`config.mk`:
```
export PLATFORM = sky130hd
export DESIGN_NAME = seconds_counter_unit
export DESIGN_NICKNAME = d
export VERILOG_FILES = /design/src/core/seconds_pkg.sv /design/src/core/tick_if.sv /design/src/core/seconds_counter_unit.sv /design/src/core/seconds_divider.sv
export VERILOG_INCLUDE_DIRS = /design/src /design/src/core
export SDC_FILE = /design/constraint.sdc
export NUM_CORES = 1
export LEC_CHECK = 0
export BUFFER_PORTS_ARGS = -buffer_cell sky130_fd_sc_hd__clkbuf_2
export CAP_MARGIN = 20
export CORE_MARGIN = 3
export CORE_UTILIZATION = 52
export DETAILED_ROUTE_END_ITERATION = 8
export HOLD_SLACK_MARGIN = 0.05
export PLACE_DENSITY = 0.69
export SLEW_MARGIN = 20
export SYNTH_ARGS = -nofsm -noshare
export SYNTH_HDL_FRONTEND = slang
export SYNTH_SLANG_ARGS = --single-unit
```
`constraint.sdc`:
```
create_clock -name clk_sys -period 6.3 [get_ports clk_sys]
set_clock_uncertainty 0.05 [all_clocks]
set_input_delay 0.945 -clock clk_sys [delete_from_list [all_inputs] [get_ports clk_sys]]
set_output_delay 0.945 -clock clk_sys [all_outputs]
set_load 0.03 [all_outputs]
```
`src/core/seconds_consts.svh`:
```
// Register map, field positions, reset values and timing counts of the seconds counter.
// Assumes byte addresses on an 8-bit register address port with 32-bit data.
`ifndef SECONDS_CONSTS_SVH
`define SECONDS_CONSTS_SVH

`define SC_MODE_OFS     8'h00
`define SC_ALARM_OFS    8'h04
`define SC_COUNT_OFS    8'h08
`define SC_FLAGS_OFS    8'h0c
`define SC_IRQCLR_OFS   8'h10

`define SC_PRESC_MSB    15
`define SC_ALARM_IRQ_ENABLE_BIT   16
`define SC_INCIEN_BIT   17
`define SC_RESTART_BIT  18
`define SC_ALMF_BIT     0
`define SC_INCF_BIT     1

`define SC_PRESC_RST    16'h8000
`define SC_ALARM_RST    32'hffff_ffff
`define SC_COUNT_RST    32'h0000_0000

// Slow clock edges between a restart or flag-clear request and its effect.
`define SC_SLOW_DELAY   2'h2

`endif

```
`src/core/seconds_pkg.sv`:
```
// Shared types of the seconds counter.
// Assumes nothing of its surroundings.
package seconds_pkg;

    typedef logic [31:0] word_t;

    typedef struct packed {
        logic inc;
        logic alarm;
    } flags_t;

endpackage : seconds_pkg

```
`src/core/tick_if.sv`:
```
// Bundle between the register side and the divider/counter core.
// Assumes both ends run on clk_sys.
`timescale 1ns/1ns
`default_nettype none

interface tick_if;
    logic        slow_tick;  // One-cycle pulse per slow clock rising edge.
    logic        restart;    // One-cycle pulse, reload divider and zero count.
    logic [15:0] presc;      // Programmed prescale value.
    logic        inc;        // One-cycle pulse, count has just advanced.
    seconds_pkg::word_t count; // Current count.

    modport core (input slow_tick, input restart, input presc, output inc, output count);
    modport ctrl (output slow_tick, output restart, output presc, input inc, input count);
endinterface : tick_if

`default_nettype wire

```
`src/core/seconds_counter_unit.sv`:
```
// Top of the seconds counter: register port, slow clock sampling, delayed
// restart and flag clear, alarm compare, event flags and interrupt.
// Assumes slow_tick_source is a free running slow clock from another domain
// and a register master that never issues read and write strobes together.
`timescale 1ns/1ns
`default_nettype none
`include "seconds_consts.svh"

module seconds_counter_unit (
    input  wire logic        clk_sys,          // System bus clock, 20 MHz.
    input  wire logic        arst_n,           // Asynchronous reset, active low.
    input  wire logic [7:0]  reg_addr,         // Register byte address.
    input  wire logic [31:0] reg_wdata,        // Write data.
    input  wire logic        reg_wr,           // Write strobe, one cycle.
    input  wire logic        reg_rd,           // Read strobe, one cycle.
    output logic      [31:0] reg_rdata,        // Read data, cycle after reg_rd.
    input  wire logic        slow_tick_source, // Slow clock pin.
    output logic             irq               // Level interrupt, active high.
);

    ////////////////////////////////////////////////////////////////////////////
    // Slow clock sampling.

    logic sync1_r;
    logic sync2_r;
    logic sync3_r;
    logic slow_tick;

    always_ff @(posedge clk_sys or negedge arst_n) begin
        if (!arst_n) begin
            sync1_r <= 1'b0;
            sync2_r <= 1'b0;
            sync3_r <= 1'b0;
        end else begin
            sync1_r <= slow_tick_source;
            sync2_r <= sync1_r;
            sync3_r <= sync2_r;
        end
    end

    assign slow_tick = sync2_r && !sync3_r;

    ////////////////////////////////////////////////////////////////////////////
    // Register state.

    logic [15:0]          presc_r;
    logic                 alarm_irq_enable_r;
    logic                 incien_r;
    seconds_pkg::word_t   alarm_r;
    seconds_pkg::flags_t  flags_r;
    logic [31:0]          rdata_r;
    logic                 irq_r;

    logic mode_wr;
    logic alarm_wr;
    logic clr_wr;
    logic flags_rd;

    assign mode_wr  = reg_wr && reg_addr == `SC_MODE_OFS;
    assign alarm_wr = reg_wr && reg_addr == `SC_ALARM_OFS;
    assign clr_wr   = reg_wr && reg_addr == `SC_IRQCLR_OFS;
    assign flags_rd = reg_rd && reg_addr == `SC_FLAGS_OFS;

    always_ff @(posedge clk_sys or negedge arst_n) begin
        if (!arst_n) begin
            presc_r  <= `SC_PRESC_RST;
            alarm_irq_enable_r <= 1'b0;
            incien_r <= 1'b0;
        end else if (mode_wr) begin
            presc_r  <= reg_wdata[`SC_PRESC_MSB:0];
            alarm_irq_enable_r <= reg_wdata[`SC_ALARM_IRQ_ENABLE_BIT];
            incien_r <= reg_wdata[`SC_INCIEN_BIT];
        end
    end

    always_ff @(posedge clk_sys or negedge arst_n) begin
        if (!arst_n) begin
            alarm_r <= `SC_ALARM_RST;
        end else if (alarm_wr) begin
            alarm_r <= reg_wdata;
        end
    end

    ////////////////////////////////////////////////////////////////////////////
    // Delayed requests. The slow side only sees a request on its own edges,
    // so both restart and flag clear wait for the second slow edge after the
    // bus access. A repeat request merges with a pending one, or arms a new wait if it lands in the cycle the pending one fires.

    function automatic logic fire_of(input logic pend, input logic tick, input logic [1:0] cnt);
        fire_of = pend && tick && cnt == (`SC_SLOW_DELAY - 2'h1);
    endfunction : fire_of

    logic       rst_pend_r;
    logic [1:0] rst_cnt_r;
    logic       rst_fire;
    logic       clr_pend_r;
    logic [1:0] clr_cnt_r;
    logic       clr_fire;

    assign rst_fire = fire_of(rst_pend_r, slow_tick, rst_cnt_r);
    assign clr_fire = fire_of(clr_pend_r, slow_tick, clr_cnt_r);

    always_ff @(posedge clk_sys or negedge arst_n) begin
        if (!arst_n) begin
            rst_pend_r <= 1'b0;
            rst_cnt_r  <= 2'h0;
        end else if (rst_fire) begin
            rst_pend_r <= mode_wr && reg_wdata[`SC_RESTART_BIT];
            rst_cnt_r  <= 2'h0;
        end else if (rst_pend_r && slow_tick) begin
            rst_cnt_r  <= rst_cnt_r + 2'h1;
        end else if (mode_wr && reg_wdata[`SC_RESTART_BIT] && !rst_pend_r) begin
            rst_pend_r <= 1'b1;
            rst_cnt_r  <= 2'h0;
        end
    end

    always_ff @(posedge clk_sys or negedge arst_n) begin
        if (!arst_n) begin
            clr_pend_r <= 1'b0;
            clr_cnt_r  <= 2'h0;
        end else if (clr_fire) begin
            clr_pend_r <= flags_rd;
            clr_cnt_r  <= 2'h0;
        end else if (clr_pend_r && slow_tick) begin
            clr_cnt_r  <= clr_cnt_r + 2'h1;
        end else if (flags_rd && !clr_pend_r) begin
            clr_pend_r <= 1'b1;
            clr_cnt_r  <= 2'h0;
        end
    end

    ////////////////////////////////////////////////////////////////////////////
    // Divider and counter.

    tick_if tk ();

    assign tk.slow_tick = slow_tick;
    assign tk.restart   = rst_fire;
    assign tk.presc     = presc_r;

    seconds_divider u_divider (
        .clk_sys (clk_sys),
        .arst_n  (arst_n),
        .tb      (tk.core)
    );

    ////////////////////////////////////////////////////////////////////////////
    // Event flags. A new event wins over a clear landing in the same cycle.

    logic alarm_hit;

    assign alarm_hit = tk.inc && tk.count == alarm_r + 32'h0000_0001;

    always_ff @(posedge clk_sys or negedge arst_n) begin
        if (!arst_n) begin
            flags_r.inc   <= 1'b0;
            flags_r.alarm <= 1'b0;
        end else begin
            if (tk.inc) begin
                flags_r.inc <= 1'b1;
            end else if (clr_fire || (clr_wr && reg_wdata[`SC_INCF_BIT])) begin
                flags_r.inc <= 1'b0;
            end
            if (alarm_hit) begin
                flags_r.alarm <= 1'b1;
            end else if (clr_fire || (clr_wr && reg_wdata[`SC_ALMF_BIT])) begin
                flags_r.alarm <= 1'b0;
            end
        end
    end

    always_ff @(posedge clk_sys or negedge arst_n) begin
        if (!arst_n) begin
            irq_r <= 1'b0;
        end else begin
            irq_r <= (flags_r.alarm && alarm_irq_enable_r) || (flags_r.inc && incien_r);
        end
    end

    assign irq = irq_r;

    ////////////////////////////////////////////////////////////////////////////
    // Read port. Data stand only in the cycle after the strobe; the restart
    // bit is a trigger and always reads as zero.

    function automatic logic [31:0] read_of(input logic [7:0] addr);
        unique case (addr)
            `SC_MODE_OFS:  read_of = {13'h0000, 1'b0, incien_r, alarm_irq_enable_r, presc_r};
            `SC_ALARM_OFS: read_of = alarm_r;
            `SC_COUNT_OFS: read_of = tk.count;
            `SC_FLAGS_OFS: read_of = {30'h0000_0000, flags_r.inc, flags_r.alarm};
            default:       read_of = 32'h0000_0000;
        endcase
    endfunction : read_of

    always_ff @(posedge clk_sys or negedge arst_n) begin
        if (!arst_n) begin
            rdata_r <= 32'h0000_0000;
        end else begin
            rdata_r <= reg_rd ? read_of(reg_addr) : 32'h0000_0000;
        end
    end

    assign reg_rdata = rdata_r;

    ////////////////////////////////////////////////////////////////////////////
    // Checks.

    chk_alarm_sets_flag: assert property (
        @(posedge clk_sys) disable iff (!arst_n)
        (tk.inc && tk.count == alarm_r + 32'h0000_0001) |=> flags_r.alarm)
        else $error("alarm match did not set the alarm flag");

    chk_alarm_needs_match: assert property (
        @(posedge clk_sys) disable iff (!arst_n)
        $rose(flags_r.alarm) |-> $past(tk.inc && tk.count == alarm_r + 32'h0000_0001))
        else $error("alarm flag rose without a count match");

    chk_inc_sets_flag: assert property (
        @(posedge clk_sys) disable iff (!arst_n)
        tk.inc |=> flags_r.inc)
        else $error("count advance did not set the increment flag");

    chk_clear_waits: assert property (
        @(posedge clk_sys) disable iff (!arst_n)
        ($fell(flags_r.inc) && !$past(clr_wr)) |-> $past(clr_pend_r && slow_tick && clr_cnt_r == 2'h1))
        else $error("increment flag cleared before the second slow edge");

    chk_read_clears: assert property (
        @(posedge clk_sys) disable iff (!arst_n)
        (clr_fire && !tk.inc && !alarm_hit) |=> (!flags_r.inc && !flags_r.alarm))
        else $error("status read did not clear the flags");

    chk_restart_delay: assert property (
        @(posedge clk_sys) disable iff (!arst_n)
        rst_fire |-> ($past(rst_pend_r) && rst_cnt_r == 2'h1) ##1 tk.count == 32'h0000_0000)
        else $error("restart fired at the wrong time or left a count");

    chk_irq_alarm: assert property (
        @(posedge clk_sys) disable iff (!arst_n)
        (flags_r.alarm && alarm_irq_enable_r) |=> irq)
        else $error("enabled alarm flag did not raise the interrupt");

    chk_irq_inc: assert property (
        @(posedge clk_sys) disable iff (!arst_n)
        (flags_r.inc && incien_r) |=> irq)
        else $error("enabled increment flag did not raise the interrupt");

    chk_irq_cause: assert property (
        @(posedge clk_sys) disable iff (!arst_n)
        irq |-> $past((flags_r.alarm && alarm_irq_enable_r) || (flags_r.inc && incien_r)))
        else $error("interrupt high without an enabled flag");

    chk_status_layout: assert property (
        @(posedge clk_sys) disable iff (!arst_n)
        flags_rd |=> reg_rdata == {30'h0000_0000, $past(flags_r.inc), $past(flags_r.alarm)})
        else $error("status read data has the wrong layout");

    chk_restart_arms: assert property (
        @(posedge clk_sys) disable iff (!arst_n)
        (mode_wr && reg_wdata[`SC_RESTART_BIT] && !rst_pend_r)
            |=> (rst_pend_r && rst_cnt_r == 2'h0))
        else $error("restart write did not arm a delayed restart");

    chk_restart_kept: assert property (
        @(posedge clk_sys) disable iff (!arst_n)
        (rst_pend_r && !rst_fire) |=> rst_pend_r)
        else $error("pending restart was dropped before it fired");

    chk_restart_ticks: assert property (
        @(posedge clk_sys) disable iff (!arst_n)
        (rst_pend_r && !slow_tick) |=> $stable(rst_cnt_r))
        else $error("restart wait moved without a slow tick");

    chk_clear_arms: assert property (
        @(posedge clk_sys) disable iff (!arst_n)
        (flags_rd && !clr_pend_r)
            |=> (clr_pend_r && clr_cnt_r == 2'h0))
        else $error("status read did not arm a delayed clear");

    chk_clear_kept: assert property (
        @(posedge clk_sys) disable iff (!arst_n)
        (clr_pend_r && !clr_fire) |=> clr_pend_r)
        else $error("pending clear was dropped before it fired");

    chk_clear_ticks: assert property (
        @(posedge clk_sys) disable iff (!arst_n)
        (clr_pend_r && !slow_tick) |=> $stable(clr_cnt_r))
        else $error("clear wait moved without a slow tick");

    chk_alarm_sticky: assert property (
        @(posedge clk_sys) disable iff (!arst_n)
        (flags_r.alarm && !clr_fire && !(clr_wr && reg_wdata[`SC_ALMF_BIT])) |=> flags_r.alarm)
        else $error("alarm flag dropped without a clear");

    chk_inc_sticky: assert property (
        @(posedge clk_sys) disable iff (!arst_n)
        (flags_r.inc && !clr_fire && !(clr_wr && reg_wdata[`SC_INCF_BIT])) |=> flags_r.inc)
        else $error("increment flag dropped without a clear");

    chk_inc_needs_step: assert property (
        @(posedge clk_sys) disable iff (!arst_n)
        $rose(flags_r.inc) |-> $past(tk.inc))
        else $error("increment flag rose without a count advance");

    chk_irq_masked: assert property (
        @(posedge clk_sys) disable iff (!arst_n)
        (!alarm_irq_enable_r && !incien_r) |=> !irq)
        else $error("interrupt high with both enables off");

    chk_restart_reads_zero: assert property (
        @(posedge clk_sys) disable iff (!arst_n)
        (reg_rd && reg_addr == `SC_MODE_OFS) |=> !reg_rdata[`SC_RESTART_BIT])
        else $error("restart bit did not read as zero");

    chk_enable_bits: assert property (
        @(posedge clk_sys) disable iff (!arst_n)
        mode_wr |=> (alarm_irq_enable_r == $past(reg_wdata[`SC_ALARM_IRQ_ENABLE_BIT])
            && incien_r == $past(reg_wdata[`SC_INCIEN_BIT])))
        else $error("mode write did not load the enable bits");

    chk_count_only_steps: assert property (
        @(posedge clk_sys) disable iff (!arst_n)
        $changed(tk.count) |-> (tk.inc || $past(rst_fire)))
        else $error("count changed without an advance or restart");

endmodule : seconds_counter_unit

`default_nettype wire

```
`src/core/seconds_divider.sv`:
```
// Prescaler and 32-bit elapsed counter, stepped by slow clock ticks.
// Assumes slow_tick is already synchronised into clk_sys.
`timescale 1ns/1ns
`default_nettype none
`include "seconds_consts.svh"

module seconds_divider (
    input  wire logic clk_sys,  // System clock.
    input  wire logic arst_n,   // Asynchronous reset, active low.
    tick_if.core      tb        // Tick, restart and count bundle.
);

    logic [15:0]        div_r;
    seconds_pkg::word_t count_r;
    logic               inc_r;

    // A down counter loaded with presc-1 gives a period of presc ticks;
    // a zero prescale wraps to 16'hffff and so gives 2^16 ticks.
    always_ff @(posedge clk_sys or negedge arst_n) begin
        if (!arst_n) begin
            div_r   <= `SC_PRESC_RST - 16'h0001;
            count_r <= `SC_COUNT_RST;
            inc_r   <= 1'b0;
        end else if (tb.restart) begin
            div_r   <= tb.presc - 16'h0001;
            count_r <= `SC_COUNT_RST;
            inc_r   <= 1'b0;
        end else if (tb.slow_tick && div_r == 16'h0000) begin
            div_r   <= tb.presc - 16'h0001;
            count_r <= count_r + 32'h0000_0001;
            inc_r   <= 1'b1;
        end else begin
            if (tb.slow_tick) begin
                div_r <= div_r - 16'h0001;
            end
            inc_r <= 1'b0;
        end
    end

    assign tb.inc   = inc_r;
    assign tb.count = count_r;

    ////////////////////////////////////////////////////////////////////////////
    chk_count_step: assert property (
        @(posedge clk_sys) disable iff (!arst_n)
        (tb.slow_tick && div_r == 16'h0000 && !tb.restart)
            |=> (inc_r && count_r == $past(count_r) + 32'h0000_0001))
        else $error("count did not step by one at prescaler expiry");

    chk_period_reload: assert property (
        @(posedge clk_sys) disable iff (!arst_n)
        (tb.slow_tick && div_r == 16'h0000 && !tb.restart)
            |=> div_r == $past(tb.presc) - 16'h0001)
        else $error("prescaler not reloaded with presc minus one");

    chk_count_wrap: assert property (
        @(posedge clk_sys) disable iff (!arst_n)
        (tb.slow_tick && div_r == 16'h0000 && !tb.restart && count_r == 32'hffff_ffff)
            |=> (count_r == 32'h0000_0000 && inc_r))
        else $error("count did not wrap to zero");

endmodule : seconds_divider

`default_nettype wire

```
After elaboration in Yosys (flattened, before gate mapping)
Index checks and enable logic that the tools add are counted.
{ "totals": {"register_bits": 143, "wordCells": 94} }
{ "classes": {"add_sub_neg": 6, "n_eq_ne": 9, "n_mux": 25, "n_reduce_logical": 36} }
{ "ops": {"columns": ["op", "n"], "rows": [
  ["case mux 32 bit (4 select lines)", 1],
  ["2-to-1 mux 32 bit", 3],
  ["adder 32 x 1 -> 32 bit, second input constant", 2],
  ["2-to-1 mux 16 bit", 3],
  ["== test 32 bit", 1],
  ["subtractor 16 x 1 -> 16 bit, second input constant", 2],
  ["logical AND 1 bit", 18],
  ["== test 8 x 4 -> 1 bit, second input constant", 2],
  ["logical NOT 16 bit", 1],
  ["2-to-1 mux 1 bit", 12],
  ["2-to-1 mux 2 bit", 6],
  ["nonzero test 2 bit", 5],
  ["nonzero test 3 bit", 3],
  ["== test 8 x 3 -> 1 bit, second input constant", 1],
  ["== test 8 x 5 -> 1 bit, second input constant", 1],
  ["logical NOT 8 bit", 1],
  ["adder 2 x 1 -> 2 bit, second input constant", 2],
  ["== test 2 x 1 -> 1 bit, second input constant", 2],
  ["inequality test 2 bit, second input constant", 2],
  ["AND reduction 2 bit", 2],
  ["logical NOT 1 bit", 3],
  ["logical OR 1 bit", 3]
]} }

Logic depth before layout (Yosys ltp)
Gate-level depths: netlist (run 1).
{ "depth": {"ltp_word": 7, "mapped_depth": 11} }

Hierarchy
From an unflattened synthesis (run 1), not the netlist that was laid out.
{ "unflattened": {"hier_cells": 829, "hier_area_um2": 8179.1} }
{ "by_module_without_submodules": {"columns": ["mod", "instances", "cells_per_inst", "area_each_um2", "seq_area_each_um2"], "rows": [
  ["seconds_counter_unit", 1, 484, 5156.2, 2393.5],
  ["seconds_divider", 1, 345, 3022.9, 1244.9]
]} }

Worst setup path before layout (run 1)
Ideal clock, no wire load.
{ "synth_path": {"kind": "input to register", "from": "input reg_addr[0]", "to": "register alarm_r[10]", "arrival_time_ps": 2772, "slack_ps": 3396, "cell_stages": 7, "path_buffers": 2, "path_cell_list": "or4_1 nor3_1 and2_0 clkbuf_1 nand2_1 buf_1 mux2_2"} }
{ "synth_via": {"elab_chain_len": 2} }
{ "synth_rtl": {"columns": ["item", "line_no", "rtl"], "rows": [
  ["from (decl)", "seconds_counter_unit.sv:12", "input wire logic [7:0] reg_addr,"],
  ["== test 8 x 3 -> 1 bit", null, null],
  ["logical AND 1 bit (no source line)", null, null],
  ["to (signal assigned)", "seconds_counter_unit.sv:78", "alarm_r <= `SC_ALARM_RST;"],
  ["to (signal assigned)", "seconds_counter_unit.sv:80", "alarm_r <= reg_wdata;"],
  ["to (decl)", "seconds_counter_unit.sv:49", "seconds_pkg::word_t alarm_r;"]
]} }
Every way passes these cells.
A chain may end at the register's enable or synchronous reset.

Final worst setup path (run 1)
{ "layout_path": {"from": "input reg_addr[0]", "to": "register alarm_r[22]"} }
Same word-level chain as after synthesis.

==> results by group, run 1 <==
Status
  – Outcome: complete, no violations

Finish
  – Non-filler cells, final: 1064
  – Share of cells above drive strength 1: 25.45%
  – Nets@finish: 918
  – Antenna fix cells: 0
  – Reg area: 3638 um2
  – Layout area overhead: 13.77%
  – Cell area after layout: 8962 um2
  – # fillers: 1236
  – Area of the multi-input gates: 3959 um2

Synthesis
  – Synth Area in Adders: 0.9530%
  – Largest area contributor in the netlist: dfrtp_1
  – Mux cell area share after synthesis: 9.832%
  – Synth Area in XOR/XNOR: 8.561%
  – Number of enable flip-flop cells after synthesis: 0
  – Seq cells post-synth: 143
  – Post-synth ARST share: 100.0%
  – Synth warnings: 0
  – Synth unique cells: 66
  – Simple-gate share of the synthesized area: 20.74%
  – Area contributors post-synth: dfrtp_1 (30%), dfstp_2 (16%), mux2_2 (7.3%)
  – Post-Syn Nets: 864
  – Sequential cell area fraction in the yosys report: 46.19%
  – Largest family of logic cells by synthesized area: simple AND/OR/NAND/NOR gates
  – Compound-Gate Fraction of Synth Area: 10.17%
  – Synth Cell Area: 7878 um2
  – Cells after synthesis: 813
  – Syn Area/Cell: 9.689 um2
  – Synth top area share: 30.18%
  – Top FF cell, synth: dfrtp_1

Worst setup path
  – FF-to-FF setup slack: 3020 ps
  – Cell Chain, Critical Path: clkbuf_2, or4_1, nor3_1, and2_0, nand2_1, buf_4, mux2_2
  – CP arrival: 4040 ps
  – CP max stage cell: and2_0
  – Critical path class: input port to flop
  – Worst path required time: 6600 ps
  – Max incr delay on CP: 730 ps
  – CP Launch Point: reg_addr[0]
  – CP bufs+invs: 2
  – Endpoint class of the critical path: flop
  – R2r startpoint: u_divider.div_r[0]$_DFFE_PN1P_
  – CP max FO: 19
  – CP Launch Type: input port
  – R2R Path End: u_divider.div_r[14]$_DFFE_PN1P_
  – Critical path depth: 7
  – Reg2Reg Depth: 8
  – Delay-heaviest family, CP: simple AND/OR/NAND/NOR gates

Clock tree
  – Post-CTS Hold Buffers: 0
  – CTS sink count: 143
  – Number of buffers created by CTS: 17
  – Setup Fix Bufs, Post-CTS: 0
  – Worst-Skew Late Latency: 420 ps
  – Clock-pin slew on the worst setup and hold paths: 60 ps
  – Post-cts gate resize count: 0
  – Root Driver: clkbuf_16
  – CTS tree: built
  – Htree depth: 4
  – Clock buffer depth: 2

Floorplan
  – Die width: 129.1 um
  – # IOs: 78
  – Rows: 44
  – Die ar.: 16660 um2
  – Core ar.: 14700 um2
  – Initial Utilization: 53.59%
  – Die H: 129.1 um

Timing
  – Endpoints failing setup: 0
  – RSZ-0062 raised after global routing: false
  – Sum of negative setup slack: 0 ps
  – Final Cycle Share: 59.33%
  – Highest Clock Rate: 267.5 MHz
  – Slew Limit Fails: 0
  – Hold_ws: 299.6 ps
  – Worst rel slew slack: 28.35%
  – Final min period: 3738 ps
  – Worst-margin pin slew: 1075 ps
  – Endpoints failing hold: 0

Min path
  – Hold EP: sync2_r$_DFF_PN0_
  – Class of the worst hold path: flop to flop
  – Hold_sp: sync1_r$_DFF_PN0_
  – Hold path depth: 0

Detailed routing
  – Overall routed net length: 20510 um
  – DRT iter0 DRCs: 438
  – DRT Pass-1 Iters: 5
  – DR vias: 6398
  – Via density per instance: 6.013
  – Routed len/inst: 19.28 um
  – Post-route ant nets: 0
  – DRC viols: 0

Placed design
  – Hpwl dp: 14650 um
  – Placer Congestion: 0.9317
  – Dpl cells: 1031
  – Post-DP Area: 8332 um2
  – Port Buffers: 77

Power and ir drop
  – PD cells: 286.0 nW/um2
  – Flop pwr share: 45.6%
  – Max VDD drop: 0.0001972 V
  – Internal: 1.870 mW
  – Power, Total: 2.563 mW
  – Switch share: 27.03%
  – Clock Power Share: 41.6%
  – Leak pwr: 3.896 nW
  – Comb power frac: 12.8%
  – Switching power: 692.9 uW

Global routing
  – Total GRT Usage: 25.31%
  – Initial antenna violation count: 0
  – Vias in the first global route: 6376
  – Largest net degree at the start of global routing: 94
  – Total gr overflow: 0
  – First-pass GRT wire length: 32860 um

Job
  – Max cap viols: 0
==> state kept, by name (all words and copies together) (netlist names) <==
name,flops
incien_r,1
clr_pend_r,1
irq,1
u_divider.tb.count,32
u_divider.div_r,16
flags_r,2
u_divider.tb.inc,1
reg_rdata,32
presc_r,16
clr_cnt_r,2
rst_cnt_r,2
sync1_r,1
alarm_irq_enable_r,1
alarm_r,32
sync2_r,1
sync3_r,1
rst_pend_r,1
==> cells in the final DEF (no fill, tap or decap), types with 5 or more instances in the layout <==
cell type,count
nor2_1,99
dfrtp_1,95
clkbuf_2,76
nand2_1,66
mux2_2,51
dfstp_2,48
xnor2_1,46
a21oi_1,42
o21ai_0,36
xor2_1,31
nand3_1,28
nor3_1,24
mux2i_1,20
nand4_1,19
inv_1,18
clkbuf_16,17
a22oi_1,15
nor4_1,13
and3_1,11
or3_1,10
or4_1,6
ha_1,6
buf_4,6
and4_1,5
o22ai_1,5
==> power groups by stage <==
stage / sequential [mW] / combinational (mW) / clock (mW)
final: 1.17 / 0.327 / 1.07
after global routing: 1.19 / 0.371 / 1.12
after CTS: 1.17 / 0.328 / 1.08
after detailed placement: 1.18 / 0.324 / 0
after global placement: 1.17 / 0.308 / 0
after floorplan: 1.14 / 0.247 / 0
==> cells in the mapped netlist, types with 3 or more instances <==
cell and number:
clkbuf_1 38, nor3_1 24, nand2b_1 4, ha_1 6
nor3b_1 4, a22oi_1 15, mux2i_1 20, nor4b_1 4
a21oi_1 42, dfrtp_1 95, inv_1 18, a22o_1 4
and4_1 5, xnor2_1 46, nand2_1 66, or3_1 10
buf_2 3, nand3_1 28, dfstp_2 48, o21bai_1 4
nor2_1 99, o21ai_0 36, or4_1 6, buf_1 4
xor2_1 31, nor4_1 13, and3_1 11, and2_1 4
nand4_1 19, mux2_2 51, nand4b_1 3, o22ai_1 5
==> worst max-delay path by stage <==
stage | endpoint | slack, ps
3_3_place_gp | alarm_r[27]$_DFFE_PN1P_ | 2270
3_5_place_dp | alarm_r[30]$_DFFE_PN1P_ | 2180
4_1_cts | alarm_r[22]$_DFFE_PN1P_ | 2610
2_1_floorplan | alarm_r[10]$_DFFE_PN1P_ | 3400
5_1_grt | alarm_r[22]$_DFFE_PN1P_ | 2390
6_report | alarm_r[22]$_DFFE_PN1P_ | 2560
==> per-stage QoR <==
stage          util [%]  worst slack (ps)
2_1_floorplan         -              3396
3_3_place_gp      56.68              2266
3_5_place_dp      56.68              2178
4_1_cts           60.87              2613
5_1_grt           60.97              2386
6_report          60.97              2562
==> cells by family after synthesis <==
kind of cell	after synthesis
AND/OR/NAND/NOR	320
flip-flops	143
AO/OA/AOI/OAI	129
XOR/XNOR	77
multiplexers	71
buffers and inverters	67
adder cells (fa/ha/maj)	6
==> layout make-up <==
class / count / share of cell area, %
multi-input cells: 603 / 44.17
flip-flops and latches: 143 / 40.60
clock buffers: 22 / 5.068
repair buffers: 84 / 5.040
well taps: 184 / 2.569
clock inverters: 10 / 1.801
inverters: 18 / 0.7539
==> per-layer routing <==
layer / vias to the layer above / wire, um / track usage, %
li1: 2997 / - / -
met3: 29 / 1465 / 6.142
met2: 232 / 9514 / 39.27
met4: 0 / 395 / 8.030
met5: - / 0 / 0
met1: 3140 / 9137 / 35.27
Note: power is estimated with default switching activity, not from simulation.
==> inputs of run 2 (changes only) <==
--- a/config.mk
+++ b/config.mk
@@ -6,13 +6,14 @@
 export SDC_FILE = /design/constraint.sdc
 export NUM_CORES = 1
 export LEC_CHECK = 0
+export ABC_AREA = 1
 export BUFFER_PORTS_ARGS = -buffer_cell sky130_fd_sc_hd__clkbuf_2
 export CAP_MARGIN = 20
 export CORE_MARGIN = 3
 export CORE_UTILIZATION = 52
 export DETAILED_ROUTE_END_ITERATION = 8
 export HOLD_SLACK_MARGIN = 0.05
-export PLACE_DENSITY = 0.69
+export PLACE_DENSITY = 0.71
 export SLEW_MARGIN = 20
 export SYNTH_ARGS = -nofsm -noshare
 export SYNTH_HDL_FRONTEND = slang
==> constraint.sdc (replaced) <==
create_clock -name clk_sys -period 3 [get_ports clk_sys]
set_clock_uncertainty 0.05 [all_clocks]
set_input_delay 0.45 -clock clk_sys [delete_from_list [all_inputs] [get_ports clk_sys]]
set_output_delay 0.45 -clock clk_sys [all_outputs]
set_load 0.03 [all_outputs]
==> run 2 against run 1 <==
Sequential share of layout area decreased by 4.4 points. Synthesized cell count is 49% higher. Power increased by 110%. Critical endpoint is now flags_r[0]$_DFFE_PN0P_. Sequential power increased by 100%. Area after synthesis grew 11%. Critical path depth grew 7. First-iteration DRC count grew 120%. Flip-flop and latch count unchanged. Final cell count is 43% higher. Setup slack worse by 2000 ps. Die area grew 11%.
==> results by group, run 2 <==
Status
  – Outcome: complete, no violations

Synthesis
  – Synth warnings: 0 (unchanged)
  – Synth unique cells: 54 (-18%)
  – Sequential cell area fraction in the yosys report: 41.56% (-4.6 points)
  – Top FF cell, synth: dfrtp_1
  – Post-synth ARST share: 100.0% (unchanged)
  – Largest area contributor in the netlist: dfrtp_1
  – Top cells by count, synth: nand2_1 (327), inv_1 (154), nor2_1 (136), dfrtp_1 (95), o21ai_0 (92)
  – Most numerous cell in the Yosys netlist: nand2_1
  – Area contributors post-synth: dfrtp_1 (27%), dfstp_2 (14%), nand2_1 (14%)
  – Post-Syn Nets: 1259 (+46%)
  – Synth top area share: 27.15% (-3.0 points)
  – Syn Area/Cell: 7.247 um2 (-25%)
  – Cells after synthesis: 1208 (+49%)
  – Synth Cell Area: 8755 um2 (+11%)
  – Number of enable flip-flop cells after synthesis: 0 (unchanged)
  – Seq cells post-synth: 143 (unchanged)

Detailed routing
  – DR WL met2: 11140 um (+17%)
  – Via density per instance: 5.492 (-8.7%)
  – Post-route ant nets: 0 (unchanged)
  – M1 wire length: 11880 um (+30%)
  – Uppermost layer routed: met4
  – DRC viols: 0 (unchanged)
  – Overall routed net length: 26180 um (+28%)
  – DR vias: 8337 (+30%)
  – Routed met3 length: 2545 um (+74%)
  – DRT Pass-1 Iters: 5 (unchanged)
  – DRT iter0 DRCs: 977 (+120%)
  – Routed len/inst: 17.25 um (-11%)

Power and ir drop
  – Switch share: 28.63% (+1.6 points)
  – Clock Power Share: 41.8% (+0.2 points)
  – Internal: 3.932 mW (+110%)
  – Comb power frac: 14.9% (+2.1 points)
  – Flop pwr share: 43.3% (-2.3 points)
  – PD cells: 547.4 nW/um2 (+91%)
  – Switching power: 1.577 mW (+130%)
  – Max VDD drop: 0.0005126 V (+160%)
  – Leak pwr: 4.882 nW (+25%)

Clock tree
  – Clock buffer depth: 2 (unchanged)
  – Post-cts gate resize count: 0 (unchanged)
  – CTS sink count: 143 (unchanged)
  – Root Driver: clkbuf_16
  – Post-CTS Hold Buffers: 1 (+1)
  – Htree depth: 4 (unchanged)
  – Worst-Skew Late Latency: 430 ps (about the same)
  – Number of buffers created by CTS: 17 (unchanged)
  – Setup Fix Bufs, Post-CTS: 0 (unchanged)
  – Clock-pin slew on the worst setup and hold paths: 70 ps (about the same)
  – CTS tree: built

Min path
  – Class of the worst hold path: input port to flop

Finish
  – Post-layout util: 62.22% (+1.2 points)
  – Most frequent cells in the layout: nand2_1 (326), inv_1 (154), nor2_1 (136), dfrtp_1 (95), o21ai_0 (92)
  – Share of cells above drive strength 1: 18.13% (-7.3 points)
  – Nets@finish: 1340 (+46%)
  – # fillers: 1513 (+22%)
  – Layout area overhead: 14.94%
  – Antenna fix cells: 0 (unchanged)
  – Most common cell after layout, fill and taps aside: nand2_1

Placed design
  – Port Buffers: 77 (unchanged)
  – Hpwl dp: 19960 um (+36%)
  – Placer Congestion: 0.9471 (+1.7%)

Floorplan
  – Die H: 135.8 um (+5.2%)
  – Die width: 135.8 um (+5.2%)
  – # IOs: 78 (unchanged)
  – Initial Utilization: 54.13% (+0.54 points)
  – Rows: 46 (+4.5%)
  – Core ar.: 16170 um2 (+10%)
  – Die ar.: 18430 um2 (+11%)

Timing
  – Worst-margin pin slew: 766.0 ps (-308.7 ps)
  – Sum of negative setup slack: 0 ps (unchanged)
  – Slew Limit Fails: 0 (unchanged)
  – Final min period: 2415 ps
  – Highest Clock Rate: 414.1 MHz
  – RSZ-0062 raised after global routing: false
  – Final Cycle Share: 80.49%
  – Worst rel slew slack: 48.87% (+21 points)
  – Endpoints failing hold: 0 (unchanged)
  – Endpoints failing setup: 0 (unchanged)

Global routing
  – Total GRT Usage: 29.37% (+4.1 points)
  – Initial antenna violation count: 0 (unchanged)
  – Total gr overflow: 0 (unchanged)
  – Largest net degree at the start of global routing: 60 (-36%)
  – Vias in the first global route: 7771 (+22%)
  – First-pass GRT wire length: 41770 um (+27%)

Worst setup path
  – CP Launch Point: alarm_r[9]$_DFFE_PN1P_
  – Critical path class: flop to flop
  – CP max FO: 5 (-14)
  – Worst path required time: 3320 ps (-3280 ps)
  – Endpoint class of the critical path: flop
  – R2r startpoint: alarm_r[9]$_DFFE_PN1P_
  – R2R Path End: flags_r[0]$_DFFE_PN0P_
  – FF-to-FF setup slack: 590 ps (-2430 ps)
  – CP arrival: 2730 ps (-1310 ps)
  – CP Launch Type: flop
  – Crit path to: flags_r[0]$_DFFE_PN0P_
  – Reg2Reg Depth: 14 (+6)

Job
  – Max cap viols: 0 (unchanged)
[run 2: changes by cell type in the layout (fill, tap and decap cells not counted), moves of 15 or more]
cell     change
a21oi_1     +15
o21ai_0     +56
nand2_1    +260
mux2i_1     -20
nor2_1      +37
mux2_2      -49
nand3_1     +35
xnor2_1     -39
inv_1      +136
[run 2: metal layers]
layer	GRT usage [%]	vias to the layer above
met5	0	-
met4	8.287	0
met3	6.872	46
met2	42.67	346
met1	43.92	3914
li1	-	4031
[run 2: area by class of cell]
class	count	area [um2]	area share [%]
inverter	169	636.9	6.329
multi-input combinational	865	4345	43.19
tap	216	270.3	2.686
clock inverter	11	151.4	1.505
timing repair buffer	93	526.8	5.235
clock buffer	21	493.0	4.899
sequential	143	3638	36.16
[run 2: logic make-up (layout without fill, tap and decap cells)]
family | Yosys count | count (layout) | synth area share [%]
AO/OA/AOI/OAI | 195 | 195 | 12.36
buffers and inverters | 200 | 294 | 8.832
adder cells (fa/ha/maj) | 6 | 6 | 0.8575
AND/OR/NAND/NOR | 625 | 625 | 32.27
flip-flops | 143 | 143 | 41.56
XOR/XNOR | 37 | 37 | 3.859
multiplexers | 2 | 2 | 0.2572
[run 2: how the worst min path moves through the flow]
| stage | from | to | slack, ps | cells after the start |
|---|---|---|---|---|
| 2_1_floorplan | arst_n | alarm_irq_enable_r$_DFFE_PN0P_ | 100 | 0 |
| 3_3_place_gp | sync1_r$_DFF_PN0_ | sync2_r$_DFF_PN0_ | 290 | 0 |
| 3_5_place_dp | sync1_r$_DFF_PN0_ | sync2_r$_DFF_PN0_ | 290 | 0 |
| 4_1_cts | slow_tick_source | sync1_r$_DFF_PN0_ | 60 | 1 |
| 5_1_grt | slow_tick_source | sync1_r$_DFF_PN0_ | 60 | 1 |
| 6_report | slow_tick_source | sync1_r$_DFF_PN0_ | 70 | 1 |
[run 2: critical path, cell delays in order, from the launching register on]
cell     delay [ps]
dfstp_2         620
nand2_1         120
nor2_1          240
nand2_1         140
nor2_1          270
nand2_1         100
nand2_1          90
nand2_1          60
nand2_1          60
nand2_1          50
nor2_1          100
nand2_1          80
nor2_1          130
nand3_1         140
nand2_1          90
[run 2: power groups by stage]
| stage | combinational (mW) | sequential [mW] | clock (mW) |
|---|---|---|---|
| 2_1_floorplan | 0.603 | 2.35 | 0 |
| 6_report | 0.822 | 2.39 | 2.30 |
| 5_1_grt | 0.953 | 2.41 | 2.41 |
| 3_5_place_dp | 0.812 | 2.40 | 0 |
| 4_1_cts | 0.824 | 2.38 | 2.33 |
| 3_3_place_gp | 0.793 | 2.40 | 0 |
[run 2: through the flow]
step	hold WS, ps	power [mW]	cell area [um2]	instances	setup WS (ps)
2_1_floorplan	104.4	2.954	8755	1208	1091
3_3_place_gp	288.1	3.197	9408	1485	685.0
3_5_place_dp	287.9	3.217	9408	1485	650.2
4_1_cts	61.69	5.531	10060	1518	650.8
5_1_grt	64.08	5.781	10060	1518	407.0
6_report	73.44	5.508	10060	1518	585.3
